File: config.mk
export PLATFORM = sky130hd
export DESIGN_NAME = dimp_core
export DESIGN_NICKNAME = d
export VERILOG_FILES = /design/src/logic/dimp_pkg.sv /design/src/logic/dimp_core.sv /design/src/logic/dimp_sync.sv
export VERILOG_INCLUDE_DIRS = /design/src /design/src/logic
export SDC_FILE = /design/constraint.sdc
export NUM_CORES = 1
export LEC_CHECK = 0
export ABC_CLOCK_PERIOD_IN_PS = 3500
export BUFFER_PORTS_ARGS = -buffer_cell sky130_fd_sc_hd__buf_2
export CORE_MARGIN = 1
export CORE_UTILIZATION = 57
export DETAILED_ROUTE_END_ITERATION = 7
export PLACE_DENSITY = 0.93
export REMOVE_ABC_BUFFERS = 1
export SLEW_MARGIN = 20
export SYNTH_ARGS = -nofsm -noshare
export SYNTH_HDL_FRONTEND = slang
export SYNTH_SLANG_ARGS = --single-unit
File: constraint.sdc
create_clock -name clock_i -period 3.5 [get_ports clock_i]
set_input_delay 0.175 -clock clock_i [delete_from_list [all_inputs] [get_ports clock_i]]
set_output_delay 0.175 -clock clock_i [all_outputs]
set_load 0.01 [all_outputs]
File: src/logic/dimp_map.svh
`ifndef DIMP_MAP_SVH
`define DIMP_MAP_SVH

// ==========================================================================
// Register byte offsets
`define DIMP_REG_CTRL      8'h00
`define DIMP_REG_STATUS    8'h04
`define DIMP_REG_MODE      8'h08
`define DIMP_REG_EXT       8'h0C

// ==========================================================================
// Reset values
`define DIMP_CTRL_RST      2'h1
`define DIMP_MREG_RST      15'h0000

// ==========================================================================
// Field positions inside the control and status words
`define DIMP_CTRL_DEC_EN   0
`define DIMP_CTRL_CLK_CHG  1
`define DIMP_ST_LOCK       8
`define DIMP_ST_DONE       9
`define DIMP_ST_STATE_LSB  10

// ==========================================================================
// Address-pin fields of the mode and extended mode registers
`define DIMP_BL_MSB        2
`define DIMP_BT_BIT        3
`define DIMP_RL_LSB        4
`define DIMP_RL_MSB        6
`define DIMP_TEST_BIT      7
`define DIMP_DLLRST_BIT    8
`define DIMP_AP_BIT        10
`define DIMP_EXT_DLL_BIT   0
`define DIMP_EXT_DRV_LO    1
`define DIMP_EXT_DRV_HI    6
`define DIMP_EXT_USED_MASK 13'h0043

// ==========================================================================
// Codes
`define DIMP_BL_CODE_2     3'h1
`define DIMP_BL_CODE_4     3'h2
`define DIMP_BL_CODE_8     3'h3
`define DIMP_RL_CODE_3     3'h3
`define DIMP_RL_CODE_2P5   3'h6
`define DIMP_RL_HALF_3     3'h6
`define DIMP_RL_HALF_2P5   3'h5

// ==========================================================================
// Timing counts in clock cycles; the refresh minimum is a count of refresh commands
`define DIMP_DLL_LOCK_CYCLES 200
`define DIMP_MODE_GAP        2
`define DIMP_MIN_REFRESH     2

`endif

File: src/logic/dimp_pkg.sv
package dimp_pkg;
  // Progress of the power-up sequence as seen on the command pins
  typedef enum logic [2:0] {
    DIMP_PWR       = 3'b000,
    DIMP_WAIT_PRE  = 3'b001,
    DIMP_WAIT_EXT  = 3'b010,
    DIMP_WAIT_MODE = 3'b011,
    DIMP_READY     = 3'b100
  } dimp_init_t;

  typedef logic [12:0] dimp_addr_t;
  // Bank selects on top, address pins below
  typedef logic [14:0] dimp_mreg_t;
endpackage

File: src/logic/dimp_core.sv
// Summary of operation
// - loop reset needs 200 cycles before lock
// - clock change demands new reset and 200 cycles
// - all four strobes low with enable high
// - load sampled address and bank pins
// - burst length, type and latency fields
// - latency 3 or 2.5, others reserved
// - burst length 2, 4, 8, others reserved
// - bit 7 test, bit 8 loop reset
// - bank select 0 high selects extended register
// - extended bit 0 at DLL_EN_LEVEL, low by default, enables the loop
// - extended bits 1 and 6 set drive
`include "dimp_map.svh"
`timescale 1ns/10ps
`default_nettype none

module dimp_core #(
  parameter int         LOCK_CYCLES  = `DIMP_DLL_LOCK_CYCLES,
  parameter logic       DLL_EN_LEVEL = 1'b0
) (
  // Clock and reset
  input  wire logic                clock_i,
  input  wire logic                nrst_i,
  // Command and address pins of the memory
  input  wire logic                cke_i,
  input  wire logic                cs_n_i,
  input  wire logic                ras_n_i,
  input  wire logic                cas_n_i,
  input  wire logic                we_n_i,
  input  wire logic                bank_sel0_i,
  input  wire logic                bank_sel1_i,
  input  wire dimp_pkg::dimp_addr_t addr_i,
  // Decoded operating mode
  output var  logic [3:0]          burst_len_o,
  output var  logic                burst_interleave_o,
  output var  logic [2:0]          read_lat_half_o,
  output var  logic                test_mode_o,
  output var  logic                dll_enable_o,
  output var  logic [1:0]          drive_code_o,
  output var  logic                dll_locked_o,
  output var  logic                init_done_o,
  // AXI4-Lite write channels
  input  wire logic [7:0]          s_axi_awaddr,
  input  wire logic                s_axi_awvalid,
  output var  logic                s_axi_awready,
  input  wire logic [31:0]         s_axi_wdata,
  input  wire logic [3:0]          s_axi_wstrb,
  input  wire logic                s_axi_wvalid,
  output var  logic                s_axi_wready,
  output var  logic [1:0]          s_axi_bresp,
  output var  logic                s_axi_bvalid,
  input  wire logic                s_axi_bready,
  // AXI4-Lite read channels
  input  wire logic [7:0]          s_axi_araddr,
  input  wire logic                s_axi_arvalid,
  output var  logic                s_axi_arready,
  output var  logic [31:0]         s_axi_rdata,
  output var  logic [1:0]          s_axi_rresp,
  output var  logic                s_axi_rvalid,
  input  wire logic                s_axi_rready
);
  import dimp_pkg::*;

  initial begin
    // The lock-wait check needs eight quiet cycles after a loop reset
    if (LOCK_CYCLES < 9 || LOCK_CYCLES > 255) $error("dimp_core: LOCK_CYCLES out of 9..255");
  end

  // ==========================================================================
  // Pin synchronisers
  logic [19:0] pins_s;
  logic        cke_s, cs_n_s, ras_n_s, cas_n_s, we_n_s, bs0_s, bs1_s;
  dimp_addr_t  addr_s;

  dimp_sync #(.WIDTH(20)) u_sync (
    .clock_i (clock_i),
    .nrst_i  (nrst_i),
    .async_i ({cke_i, cs_n_i, ras_n_i, cas_n_i, we_n_i, bank_sel1_i, bank_sel0_i, addr_i}),
    .sync_o  (pins_s)
  );
  assign {cke_s, cs_n_s, ras_n_s, cas_n_s, we_n_s, bs1_s, bs0_s, addr_s} = pins_s;

  // ==========================================================================
  // Command decode
  logic       cke_prev;
  logic       dec_en;
  logic       cke_ok, set_any, mode_set_cmd, ext_mode_set_cmd, pre_all, refresh, cmd_any;
  dimp_mreg_t mode_reg, ext_reg;
  logic [1:0] gap;
  logic [1:0] ref_cnt;
  logic [7:0] lock_cnt;
  logic       locking;
  logic       freq_chg;
  logic [3:0] err;
  logic [3:0] err_clr;
  dimp_init_t state;
  logic       pre2_seen, rst_seen;

  // Clock enable must have been high in the previous cycle as well
  always_ff @(posedge clock_i or negedge nrst_i) begin
    if (!nrst_i) begin
      cke_prev <= 1'b0;
    end else begin
      cke_prev <= cke_s;
    end
  end

  assign cke_ok           = cke_s && cke_prev && dec_en;
  assign set_any          = cke_ok && !cs_n_s && !ras_n_s && !cas_n_s && !we_n_s;
  assign mode_set_cmd     = set_any && !bs0_s;
  assign ext_mode_set_cmd = set_any && bs0_s;
  assign pre_all          = cke_ok && !cs_n_s && !ras_n_s && cas_n_s && !we_n_s && addr_s[`DIMP_AP_BIT];
  assign refresh          = cke_ok && !cs_n_s && !ras_n_s && !cas_n_s && we_n_s;
  assign cmd_any          = cke_ok && !cs_n_s && !(ras_n_s && cas_n_s && we_n_s);

  // ==========================================================================
  // Mode and extended mode registers, loaded with the sampled pins
  always_ff @(posedge clock_i or negedge nrst_i) begin
    if (!nrst_i) begin
      mode_reg <= `DIMP_MREG_RST;
    end else if (mode_set_cmd) begin
      mode_reg <= {bs1_s, bs0_s, addr_s};
    end
  end

  always_ff @(posedge clock_i or negedge nrst_i) begin
    if (!nrst_i) begin
      ext_reg <= `DIMP_MREG_RST;
    end else if (ext_mode_set_cmd) begin
      ext_reg <= {bs1_s, bs0_s, addr_s};
    end
  end

  // ==========================================================================
  // Decoded mode outputs; reserved codes decode to zero
  always_ff @(posedge clock_i or negedge nrst_i) begin
    if (!nrst_i) begin
      burst_len_o        <= 4'h0;
      burst_interleave_o <= 1'b0;
      read_lat_half_o    <= 3'h0;
      test_mode_o        <= 1'b0;
    end else begin
      case (mode_reg[`DIMP_BL_MSB:0])
        `DIMP_BL_CODE_2: burst_len_o <= 4'h2;
        `DIMP_BL_CODE_4: burst_len_o <= 4'h4;
        `DIMP_BL_CODE_8: burst_len_o <= 4'h8;
        default:         burst_len_o <= 4'h0;
      endcase
      burst_interleave_o <= mode_reg[`DIMP_BT_BIT];
      case (mode_reg[`DIMP_RL_MSB:`DIMP_RL_LSB])
        `DIMP_RL_CODE_3:   read_lat_half_o <= `DIMP_RL_HALF_3;
        `DIMP_RL_CODE_2P5: read_lat_half_o <= `DIMP_RL_HALF_2P5;
        default:           read_lat_half_o <= 3'h0;
      endcase
      test_mode_o <= mode_reg[`DIMP_TEST_BIT];
    end
  end

  // Loop enable and driver strength; code polarity of drive kept raw
  always_ff @(posedge clock_i or negedge nrst_i) begin
    if (!nrst_i) begin
      dll_enable_o <= 1'b0;
      drive_code_o <= 2'h0;
    end else begin
      dll_enable_o <= (ext_reg[`DIMP_EXT_DLL_BIT] == DLL_EN_LEVEL);
      drive_code_o <= {ext_reg[`DIMP_EXT_DRV_HI], ext_reg[`DIMP_EXT_DRV_LO]};
    end
  end

  // ==========================================================================
  // Loop lock counter: a reset or a clock change forces a fresh wait
  always_ff @(posedge clock_i or negedge nrst_i) begin
    if (!nrst_i) begin
      locking      <= 1'b0;
      dll_locked_o <= 1'b0;
      lock_cnt     <= 8'h00;
    end else if (freq_chg) begin
      locking      <= 1'b0;
      dll_locked_o <= 1'b0;
      lock_cnt     <= 8'h00;
    end else if (mode_set_cmd && addr_s[`DIMP_DLLRST_BIT]) begin
      locking      <= 1'b1;
      dll_locked_o <= 1'b0;
      lock_cnt     <= 8'h00;
    end else if (!dll_enable_o) begin
      locking      <= 1'b0;
      dll_locked_o <= 1'b0;
    end else if (locking) begin
      if (lock_cnt == 8'(LOCK_CYCLES - 1)) begin
        locking      <= 1'b0;
        dll_locked_o <= 1'b1;
      end else begin
        lock_cnt <= lock_cnt + 8'h01;
      end
    end
  end

  // ==========================================================================
  // Spacing watch after a set command
  always_ff @(posedge clock_i or negedge nrst_i) begin
    if (!nrst_i) begin
      gap <= 2'h0;
    end else if (set_any) begin
      gap <= 2'(`DIMP_MODE_GAP - 1);
    end else if (gap != 2'h0) begin
      gap <= gap - 2'h1;
    end
  end

  // Sticky faults; a new fault wins over a clear in the same cycle
  always_ff @(posedge clock_i or negedge nrst_i) begin
    if (!nrst_i) begin
      err <= 4'h0;
    end else begin
      err[0] <= (mode_set_cmd && addr_s[`DIMP_RL_MSB:`DIMP_RL_LSB] != `DIMP_RL_CODE_3
                 && addr_s[`DIMP_RL_MSB:`DIMP_RL_LSB] != `DIMP_RL_CODE_2P5) || (err[0] && !err_clr[0]);
      err[1] <= (mode_set_cmd && (addr_s[`DIMP_BL_MSB:0] == 3'h0 || addr_s[`DIMP_BL_MSB] == 1'b1))
                || (err[1] && !err_clr[1]);
      err[2] <= (cmd_any && gap != 2'h0) || (err[2] && !err_clr[2]);
      err[3] <= (ext_mode_set_cmd && (bs1_s || (addr_s & ~`DIMP_EXT_USED_MASK) != 13'h0000))
                || (err[3] && !err_clr[3]);
    end
  end

  // ==========================================================================
  // Power-up progress as observed on the pins
  always_ff @(posedge clock_i or negedge nrst_i) begin
    if (!nrst_i) begin
      state     <= DIMP_PWR;
      pre2_seen <= 1'b0;
      rst_seen  <= 1'b0;
      ref_cnt   <= 2'h0;
    end else begin
      case (state)
        DIMP_PWR: begin
          // A precharge in the very first enabled cycle must not be lost
          if (pre_all) begin
            state <= DIMP_WAIT_EXT;
          end else if (cke_ok) begin
            state <= DIMP_WAIT_PRE;
          end
        end
        DIMP_WAIT_PRE: begin
          if (pre_all) state <= DIMP_WAIT_EXT;
        end
        DIMP_WAIT_EXT: begin
          if (ext_mode_set_cmd && addr_s[`DIMP_EXT_DLL_BIT] == DLL_EN_LEVEL) begin
            state     <= DIMP_WAIT_MODE;
            pre2_seen <= 1'b0;
            rst_seen  <= 1'b0;
            ref_cnt   <= 2'h0;
          end
        end
        DIMP_WAIT_MODE: begin
          if (pre_all) pre2_seen <= 1'b1;
          if (refresh && pre2_seen && ref_cnt != 2'h3) ref_cnt <= ref_cnt + 2'h1;
          if (mode_set_cmd && addr_s[`DIMP_DLLRST_BIT]) rst_seen <= 1'b1;
          if (mode_set_cmd && !addr_s[`DIMP_DLLRST_BIT] && rst_seen && pre2_seen
              && ref_cnt >= 2'(`DIMP_MIN_REFRESH)) begin
            state <= DIMP_READY;
          end
        end
        DIMP_READY: begin
          state <= DIMP_READY;
        end
        default: begin
          state <= DIMP_PWR;
        end
      endcase
    end
  end

  always_ff @(posedge clock_i or negedge nrst_i) begin
    if (!nrst_i) begin
      init_done_o <= 1'b0;
    end else begin
      init_done_o <= (state == DIMP_READY);
    end
  end

  // ==========================================================================
  // AXI4-Lite slave; address and data are held until both are in
  logic [7:0]  aw_addr;
  logic [31:0] w_data;
  logic [3:0]  w_strb;
  logic        wr_fire;
  logic [31:0] rd_mux;
  logic        wr_ok;

  assign wr_fire = !s_axi_awready && !s_axi_wready && !s_axi_bvalid;
  assign wr_ok   = (aw_addr == `DIMP_REG_CTRL) || (aw_addr == `DIMP_REG_STATUS)
                   || (aw_addr == `DIMP_REG_MODE) || (aw_addr == `DIMP_REG_EXT);
  assign err_clr = (wr_fire && aw_addr == `DIMP_REG_STATUS && w_strb[0]) ? w_data[3:0] : 4'h0;

  always_ff @(posedge clock_i or negedge nrst_i) begin
    if (!nrst_i) begin
      s_axi_awready <= 1'b1;
      s_axi_wready  <= 1'b1;
      s_axi_bvalid  <= 1'b0;
      s_axi_bresp   <= 2'h0;
      aw_addr       <= 8'h00;
      w_data        <= 32'h0000_0000;
      w_strb        <= 4'h0;
    end else begin
      if (s_axi_awvalid && s_axi_awready) begin
        s_axi_awready <= 1'b0;
        aw_addr       <= {s_axi_awaddr[7:2], 2'b00};
      end
      if (s_axi_wvalid && s_axi_wready) begin
        s_axi_wready <= 1'b0;
        w_data       <= s_axi_wdata;
        w_strb       <= s_axi_wstrb;
      end
      if (wr_fire) begin
        s_axi_awready <= 1'b1;
        s_axi_wready  <= 1'b1;
        s_axi_bvalid  <= 1'b1;
        s_axi_bresp   <= wr_ok ? 2'h0 : 2'h2;
      end else if (s_axi_bvalid && s_axi_bready) begin
        s_axi_bvalid <= 1'b0;
      end
    end
  end

  // Control: decode enable is stored, clock change is a one-cycle pulse
  always_ff @(posedge clock_i or negedge nrst_i) begin
    if (!nrst_i) begin
      dec_en   <= 1'(`DIMP_CTRL_RST);
      freq_chg <= 1'b0;
    end else begin
      freq_chg <= wr_fire && aw_addr == `DIMP_REG_CTRL && w_strb[0] && w_data[`DIMP_CTRL_CLK_CHG];
      if (wr_fire && aw_addr == `DIMP_REG_CTRL && w_strb[0]) begin
        dec_en <= w_data[`DIMP_CTRL_DEC_EN];
      end
    end
  end

  // Read data mux; unmapped words read zero with a slave error
  always_comb begin
    rd_mux = 32'h0000_0000;
    case ({s_axi_araddr[7:2], 2'b00})
      `DIMP_REG_CTRL:   rd_mux = {31'h0, dec_en};
      `DIMP_REG_STATUS: rd_mux = {19'h0, state, init_done_o, dll_locked_o, 4'h0, err};
      `DIMP_REG_MODE:   rd_mux = {17'h0, mode_reg};
      `DIMP_REG_EXT:    rd_mux = {17'h0, ext_reg};
      default:          rd_mux = 32'h0000_0000;
    endcase
  end

  always_ff @(posedge clock_i or negedge nrst_i) begin
    if (!nrst_i) begin
      s_axi_arready <= 1'b1;
      s_axi_rvalid  <= 1'b0;
      s_axi_rdata   <= 32'h0000_0000;
      s_axi_rresp   <= 2'h0;
    end else if (s_axi_arvalid && s_axi_arready) begin
      s_axi_arready <= 1'b0;
      s_axi_rvalid  <= 1'b1;
      s_axi_rdata   <= rd_mux;
      s_axi_rresp   <= (s_axi_araddr[7:4] == 4'h0) ? 2'h0 : 2'h2;
    end else if (s_axi_rvalid && s_axi_rready) begin
      s_axi_rvalid  <= 1'b0;
      s_axi_arready <= 1'b1;
    end
  end

  // ==========================================================================
  // Checks
  property p_mode_load;
    @(posedge clock_i) disable iff (!nrst_i)
    mode_set_cmd |=> (mode_reg == $past({bs1_s, bs0_s, addr_s})) && $stable(ext_reg);
  endproperty
  a_mode_load: assert property (p_mode_load)
    else $error("mode register did not take the sampled pins");

  property p_ext_load;
    @(posedge clock_i) disable iff (!nrst_i)
    ext_mode_set_cmd |=> (ext_reg == $past({bs1_s, bs0_s, addr_s})) && $stable(mode_reg);
  endproperty
  a_ext_load: assert property (p_ext_load)
    else $error("extended register did not take the sampled pins");

  property p_lock_wait;
    @(posedge clock_i) disable iff (!nrst_i)
    (mode_set_cmd && addr_s[`DIMP_DLLRST_BIT]) |=> !dll_locked_o [*8];
  endproperty
  a_lock_wait: assert property (p_lock_wait)
    else $error("lock reported too soon after loop reset");

  property p_lock_count;
    @(posedge clock_i) disable iff (!nrst_i)
    $rose(dll_locked_o) |-> $past(lock_cnt) == 8'(LOCK_CYCLES - 1) && $past(locking);
  endproperty
  a_lock_count: assert property (p_lock_count)
    else $error("lock rose without the full count");

  property p_clk_change;
    @(posedge clock_i) disable iff (!nrst_i)
    freq_chg |=> !dll_locked_o && !locking;
  endproperty
  a_clk_change: assert property (p_clk_change)
    else $error("lock kept across a clock change");

  property p_burst_type;
    @(posedge clock_i) disable iff (!nrst_i)
    mode_set_cmd |-> ##2 burst_interleave_o == $past(addr_s[`DIMP_BT_BIT], 2);
  endproperty
  a_burst_type: assert property (p_burst_type)
    else $error("burst ordering does not follow bit 3");

  property p_latency;
    @(posedge clock_i) disable iff (!nrst_i)
    (mode_set_cmd && addr_s[`DIMP_RL_MSB:`DIMP_RL_LSB] == `DIMP_RL_CODE_2P5) |-> ##2 read_lat_half_o == 3'h5;
  endproperty
  a_latency: assert property (p_latency)
    else $error("latency 2.5 not decoded");

  property p_burst_len;
    @(posedge clock_i) disable iff (!nrst_i)
    (mode_set_cmd && addr_s[`DIMP_BL_MSB:0] == `DIMP_BL_CODE_8) |-> ##2 burst_len_o == 4'h8;
  endproperty
  a_burst_len: assert property (p_burst_len)
    else $error("burst length 8 not decoded");

  property p_test_bit;
    @(posedge clock_i) disable iff (!nrst_i)
    mode_set_cmd |-> ##2 test_mode_o == $past(addr_s[`DIMP_TEST_BIT], 2);
  endproperty
  a_test_bit: assert property (p_test_bit)
    else $error("test mode does not follow bit 7");

  property p_ext_fields;
    @(posedge clock_i) disable iff (!nrst_i)
    ext_mode_set_cmd |-> ##2 (dll_enable_o == ($past(addr_s[0], 2) == DLL_EN_LEVEL))
                     && drive_code_o == {$past(addr_s[6], 2), $past(addr_s[1], 2)};
  endproperty
  a_ext_fields: assert property (p_ext_fields)
    else $error("extended fields not decoded");

endmodule

`default_nettype wire

File: src/logic/dimp_sync.sv
`timescale 1ns/10ps
`default_nettype none

// ==========================================================================
// Two-flop synchroniser, one stage pair per bit
module dimp_sync #(
  parameter int WIDTH = 20
) (
  // Clock and reset
  input  wire logic             clock_i,
  input  wire logic             nrst_i,
  // Data
  input  wire logic [WIDTH-1:0] async_i,
  output var  logic [WIDTH-1:0] sync_o
);

  initial begin
    if (WIDTH < 1) $error("dimp_sync: WIDTH must be positive");
  end

  genvar b;
  generate
    for (b = 0; b < WIDTH; b++) begin : g_bit
      logic meta;
      // The first stage feeds only the second
      always_ff @(posedge clock_i or negedge nrst_i) begin
        if (!nrst_i) begin
          meta      <= 1'b0;
          sync_o[b] <= 1'b0;
        end else begin
          meta      <= async_i[b];
          sync_o[b] <= meta;
        end
      end
    end
  endgenerate

endmodule

`default_nettype wire

After elaboration in Yosys (flattened, before gate mapping):

Index checks and enable logic that the tools add are counted.
Widths: inputs -> output; s select.

* word-level logic and storage cells: 242
* memory bits (read-only): 0
* input bits: 79
* RAM bits: 0
* output and inout bits: 55
* memories: 0
* latch bits: 0
* register bits: 161

* shift operators: 0
* $mul: 0
* mux-type cells: 47
* equality and inequality tests: 29
* add/sub/neg operators: 3
* bitwise operators: 2
* reductions and logical operators: 88
* divide/modulo/power cells: 0
* $lt $le $gt $ge: 1

Operator list (count)
* $pmux 15 s4: 1
* $logic_and 1x1->1: 44
* $mux 8: 5
* $eq 6x2->1 const B: 4
* $mux 1: 23
* $eq 3x2->1 const B: 5
* $mux 3: 5
* $pmux 3 s5: 1
* $logic_not 1->1: 14
* $ne 2x2->1 const B: 7
* $reduce_bool 2->1: 7
* $reduce_bool 13->1: 1
* $eq 6x1->1 const B: 2
* $mux 2: 6
* $pmux 4 s3: 1
* $reduce_and 3->1: 4
* $logic_or 1x1->1: 9
* $add 8x1->8 const B: 1
* $eq 8x8->1 const B: 1
* $logic_not 8->1: 1
* $ne 4x1->1 const B: 2
* $eq 3x1->1 const B: 2
* $eq 3x3->1 const B: 2
* $logic_not 3->1: 2
* other kinds (15): 20

Depth between registers and ports, before layout:

* depth after elaboration: 13
* mapped depth: 6
* mapped depth without buffers: 5

By module:

Synthesis repeated with hierarchy kept, for this count alone.

* cell total of the unflattened synthesis: 415
* area total of the unflattened synthesis: 5491.5 um^2

Modules (own cells, without submodules)
* dimp_core: instances 1, area each 4490.6 um^2, seq. area each 2532.4 um^2, cells an instance 375
* dimp_sync: instances 1, area each 1001.0 um^2, seq. area each 1001.0 um^2, cells an instance 40

Worst setup path after synthesis:

Ideal clock, no wire load.

* path kind: register to register
* from: reg u_sync.sync_o[17]
* to: reg ref_cnt[0]
* library setup time: 0.132 ns
* stages on the path, launching flop included: 5
* data arrival time: 1.628 ns
* period minus slack after synthesis: 1.759 ns
* path buffers: 0
* path slack: 1.741 ns
* data required time: 3.368 ns
* cell sequence: dfrtp_1 or4b_1 or4_4 a21oi_1 a211oi_1

* longest elaborated chain between the ends: 8
* elaborated cells on any way between the ends: 12
* those cells by class: eq/ne: 2; reduce/logical: 10

RTL lines
* start: declaration: line dimp_sync.sv:14 `output var logic [WIDTH-1:0] sync_o`
* start signal: indexed assignment: line dimp_sync.sv:32 `sync_o[b] <= meta;`
* $logic_not 1->1 *: line dimp_core.sv:109, dimp_core.sv:113
* $logic_and 1x1->1 * (2 in series): line dimp_core.sv:109, dimp_core.sv:113
* $logic_and 1x1->1 (on tied branches): line dimp_core.sv:113, dimp_core.sv:109
* $logic_and 1x1->1 (on tied branches): line dimp_core.sv:256, dimp_core.sv:111
* $logic_and 1x1->1 (on tied branches): line dimp_core.sv:256, dimp_core.sv:247
* $ne 2x2->1 (no line)
* $reduce_and 3->1 (no line) *
* end signal: assignment: line dimp_core.sv:256 `if (refresh && pre2_seen && ref_cnt != 2'h3) ref_cnt <= ref_cnt + 2'h1;`
* end: declaration: line dimp_core.sv:90 `logic [1:0] ref_cnt;`

Mark *: on every way between the ends. The rest lies on a longest branch, timed or not.
A chain may end at the register's enable or synchronous reset.

Final worst setup path:

* from: reg u_sync.sync_o[17]
* to: reg lock_cnt[4]

* longest elaborated chain between the ends: 8
* elaborated cells on any way between the ends: 12
* those cells by class: eq/ne: 1; mux: 2; reduce/logical: 9

RTL lines
* $logic_not 1->1 *: line dimp_core.sv:109 `assign set_any = cke_ok && !cs_n_s && !ras_n_s && !cas_n_s && !we_n_s;`
* $logic_and 1x1->1 * (3 in series): line dimp_core.sv:109
* $logic_and 1x1->1 *: line dimp_core.sv:110 `assign mode_set_cmd = set_any && !bs0_s;`
* $logic_and 1x1->1 *: line dimp_core.sv:181 `` end else if (mode_set_cmd && addr_s[`DIMP_DLLRST_BIT]) begin ``
* $ne 3x2->1 (no line), or another cell as far along
* $reduce_and 3->1 (no line) or $mux 8 (tied branches)
* end signal: assignment: line dimp_core.sv:193 `lock_cnt <= lock_cnt + 8'h01;`
* end: declaration: line dimp_core.sv:91 `logic [7:0] lock_cnt;`

Marked as above.

==> results by group <==
Status
  • Outcome: completed

STA
  • Max-slew violations: 0
  • Final setup violation count: 0
  • Post-route setup TNS: 0 ns
  • Final hold vios: 0
  • Max-slew headroom at the worst pin: 36.4%
  • Final Skew: 0.00783 ns
  • Setup repair after global routing missed its margin: no
  • Worst-Margin Slew: 0.954 ns
  • Final period util: 62.7%
  • Minimum clock period: 2.19 ns
  • Max Freq: 0.456 GHz

Pwr
  • Total power: 4270 µW
  • Lkg Pwr: 0.00342 µW
  • Peak supply drop: 453 µV
  • PwrDens: 620 mW/mm²

Global routing
  • Gr usage total: 26.6%
  • Initial antenna violation count: 0
  • First-pass GRT wire length: 20,100 µm
  • Remaining global-route overflow: 0
  • Largest net degree at the start of global routing: 132
  • Vias in the first global route: 4,169

Place
  • HPWL Detailed: 6670 µm
  • Routability cong.: 0.850
  • I/O Buffers: 78

Clocking
  • CTS max path bufs: 2
  • Clk Latency, worst-skew pair: 0.52 ns
  • Num CTS Buffers: 17
  • H-tree depth: 4
  • Setup Fix Bufs, Post-CTS: 0
  • TritonCTS clock tree: yes
  • Clock Pin Slew Worst Setup and Hold Paths: 0.06 ns
  • CTS Sinks: 141
  • Clock root buffer: clkbuf_8

Synthesis
  • Synthesis-stage register bit count: 141
  • Post-synth ARST share: 100%
  • Synth Cell Area: 0.00549 mm²
  • Register area share after synthesis: 64.4%
  • Distinct cells, synth: 47
  • Syn. warnings: 0
  • Share of the synthesized area in the top cell type: 62.4%
  • Leading area contributor after synthesis: dfrtp_1
  • Synth Instances: 448
  • Top_reg_cell synth: dfrtp_1
  • Syn_area_per_cell: 12.3 µm²
  • Synth area leaders: dfrtp_1 62%, mux2_2 7.2%, nand2_1 5.2%, buf_4 2.7%, dfstp_2 1.9%
  • Post-synth EDFFs: 0

Setup path
  • Slowest cell on crit path: and2_1
  • Critical path, cell by cell: nor4_1 > and2_1 > a21o_1 > nor2_1
  • Crit. End Element: flop
  • WP buf/inv: 0
  • Worst Path Class, Setup: reg -> reg
  • Startpoint types: flop
  • CP Data Arrival Time: 2.59 ns
  • CP required: 3.90 ns
  • CP max FO: 16
  • Slowest cell delay on critical path: 0.68 ns
  • Top Family by Delay on Critical Path: simple AND/OR/NAND/NOR gates

Route
  • Initial drt markers: 308
  • Initial DRT Pass Iterations: 5
  • Drt total wl: 12,100 µm
  • DR vias/cell: 5.55
  • DRC viols: 0
  • Wire per inst: 17.1 µm
  • Total number of vias: 3,953
  • Antenna viol nets, final: 0

Die
  • # IOs: 134
  • Starting density of the core: 59.1%
  • Core Area: 0.00928 mm²
  • Die footprint: 0.0100 mm²
  • Die height: 100 µm
  • Num rows: 35
  • Die X-Extent: 100 µm

Min path
  • HP Class: in -> reg

Job
  • Max cap viols: 0

Finish
  • Antenna diode count: 0
  • Share of layout cells above drive strength 1: 26.6%
  • Largest regs: u_sync.g_bit.meta: 20 flops, u_sync.sync_o: 20 flops
  • Nets@finish: 654
  • Synthesis-to-layout area growth: 25.4%
## routing by layer
metal / vias up / wire length (µm) / share of wire (%) / GRT usage [%]
met1: 1973 / 4620 / 38 / 30.9
met2: 210 / 6390 / 53 / 47.5
li1: 1739 / - / - / -
met5: - / 0 / 0 / 0
met3: 31 / 835 / 6.9 / 6.55
met4: 0 / 293 / 2.4 / 10.4
## area by class of cell
class / instances / area [µm²]
clock inverters: 11 / 143
multi-input cells: 282 / 1780
inverters: 12 / 45.0
flip-flops and latches: 141 / 3530
fillers: 578 / 2400
repair buffers: 117 / 787
clock buffers: 20 / 435
well taps: 129 / 161
## final timing paths
check | from | to | slack, ns | depth (start not counted)
setup / recovery | u_sync.sync_o[17]$_DFF_PN0_ | lock_cnt[4]$_DFFE_PN0P_ | 1.31 | 4
hold / removal | s_axi_araddr[6] | s_axi_rresp[1]$_DFFE_PN0P_ | 0.1 | 4
hold reg to reg | u_sync.g_bit[8].meta$_DFF_PN0_ | u_sync.sync_o[8]$_DFF_PN0_ | 0.35 | 0
setup reg to reg | u_sync.sync_o[17]$_DFF_PN0_ | lock_cnt[4]$_DFFE_PN0P_ | 1.31 | 4
max in group asynchronous | nrst_i | u_sync.g_bit[18].meta$_DFF_PN0_ | 2.39 | 3
min in group asynchronous | nrst_i | u_sync.g_bit[12].meta$_DFF_PN0_ | 0.39 | 2
## power breakdown
group          internal (µW)  total [µW]  switching (µW)
Combinational            253         524             271
Clock                   1100        1750             651
Sequential              1830        2000             166
Total                   3180        4270            1090
## metrics by stage
stage / setup WS (ns) / cell area [µm²] / instances / hold slack (ns) / utilization (%)
4_1_cts: 1.34 / 6880 / 712 / 0.0797 / 74.2
6_report: 1.31 / 6890 / 712 / 0.0968 / 74.2
3_5_place_dp: 1.47 / 5930 / 643 / 0.284 / 63.8
3_3_place_gp: 1.52 / 5930 / 643 / 0.283 / 63.8
2_1_floorplan: 1.74 / 5360 / 435 / -0.121 / -
5_1_grt: 1.18 / 6890 / 712 / 0.129 / 74.2
## logic make-up after synthesis
| group | after synthesis | synth area share (%) |
|---|---|---|
| AOI/OAI and AO/OA | 56 | 6.34 |
| xor gates and xnor gates | 8 | 1.28 |
| adders and majority gates | 4 | 0.912 |
| buffers and inverters | 44 | 4.49 |
| DFF | 141 | 64.4 |
| muxes | 45 | 9.23 |
| other | 1 | 0.0683 |
| and+or+nand+nor | 149 | 13.3 |
## cell usage after synthesis (4+ instances only)
| cell | count |
|---|---|
| inv_1 | 12 |
| nand2_1 | 76 |
| nand2b_1 | 4 |
| xnor2_1 | 6 |
| mux2_2 | 35 |
| and2_1 | 5 |
| dfstp_2 | 4 |
| a21o_1 | 4 |
| ha_1 | 4 |
| buf_4 | 20 |
| nor4_1 | 9 |
| o21ai_0 | 21 |
| nor2_1 | 19 |
| dfrtp_1 | 137 |
| buf_2 | 5 |
| a21oi_1 | 11 |
| nand3_1 | 5 |
| mux2i_1 | 9 |
| clkbuf_1 | 7 |
| nor3b_1 | 5 |
| a22oi_1 | 8 |
## worst reg2reg max path, delay by kind of cell, from the launching register on
| family | cells | cell delay, ns |
|---|---|---|
| AO/OA/AOI/OAI | 1 | 0.42 |
| AND/OR/NAND/NOR | 3 | 1.22 |
| flip-flops | 1 | 0.44 |
## cell usage in the layout, fill, tap and decap left out, types with 3 or more instances in the layout
cell	instances
xnor2_1	6
nor3_1	3
and3b_1	3
nor2b_1	3
nand2_1	76
clkinv_2	4
dfstp_2	4
nor3b_1	5
clkbuf_8	3
a22oi_1	8
nand3_1	5
o21ai_0	21
nor2_1	19
dfrtp_1	137
or2_2	3
clkbuf_16	16
mux2i_1	9
a21o_1	4
buf_2	77
mux2_2	35
and2_1	5
ha_1	4
inv_1	12
o2bb2ai_1	3
nor4_1	9
dlygate4sd3_1	38
nand2b_1	4
conb_1	20
a21oi_1	11
bufinv_16	3
## timing repair
item	CTS	global route
hold buffers	38	0
hold endpoints to repair	163	0
gates resized for setup	0	0
(Power assumes the default switching activity.)
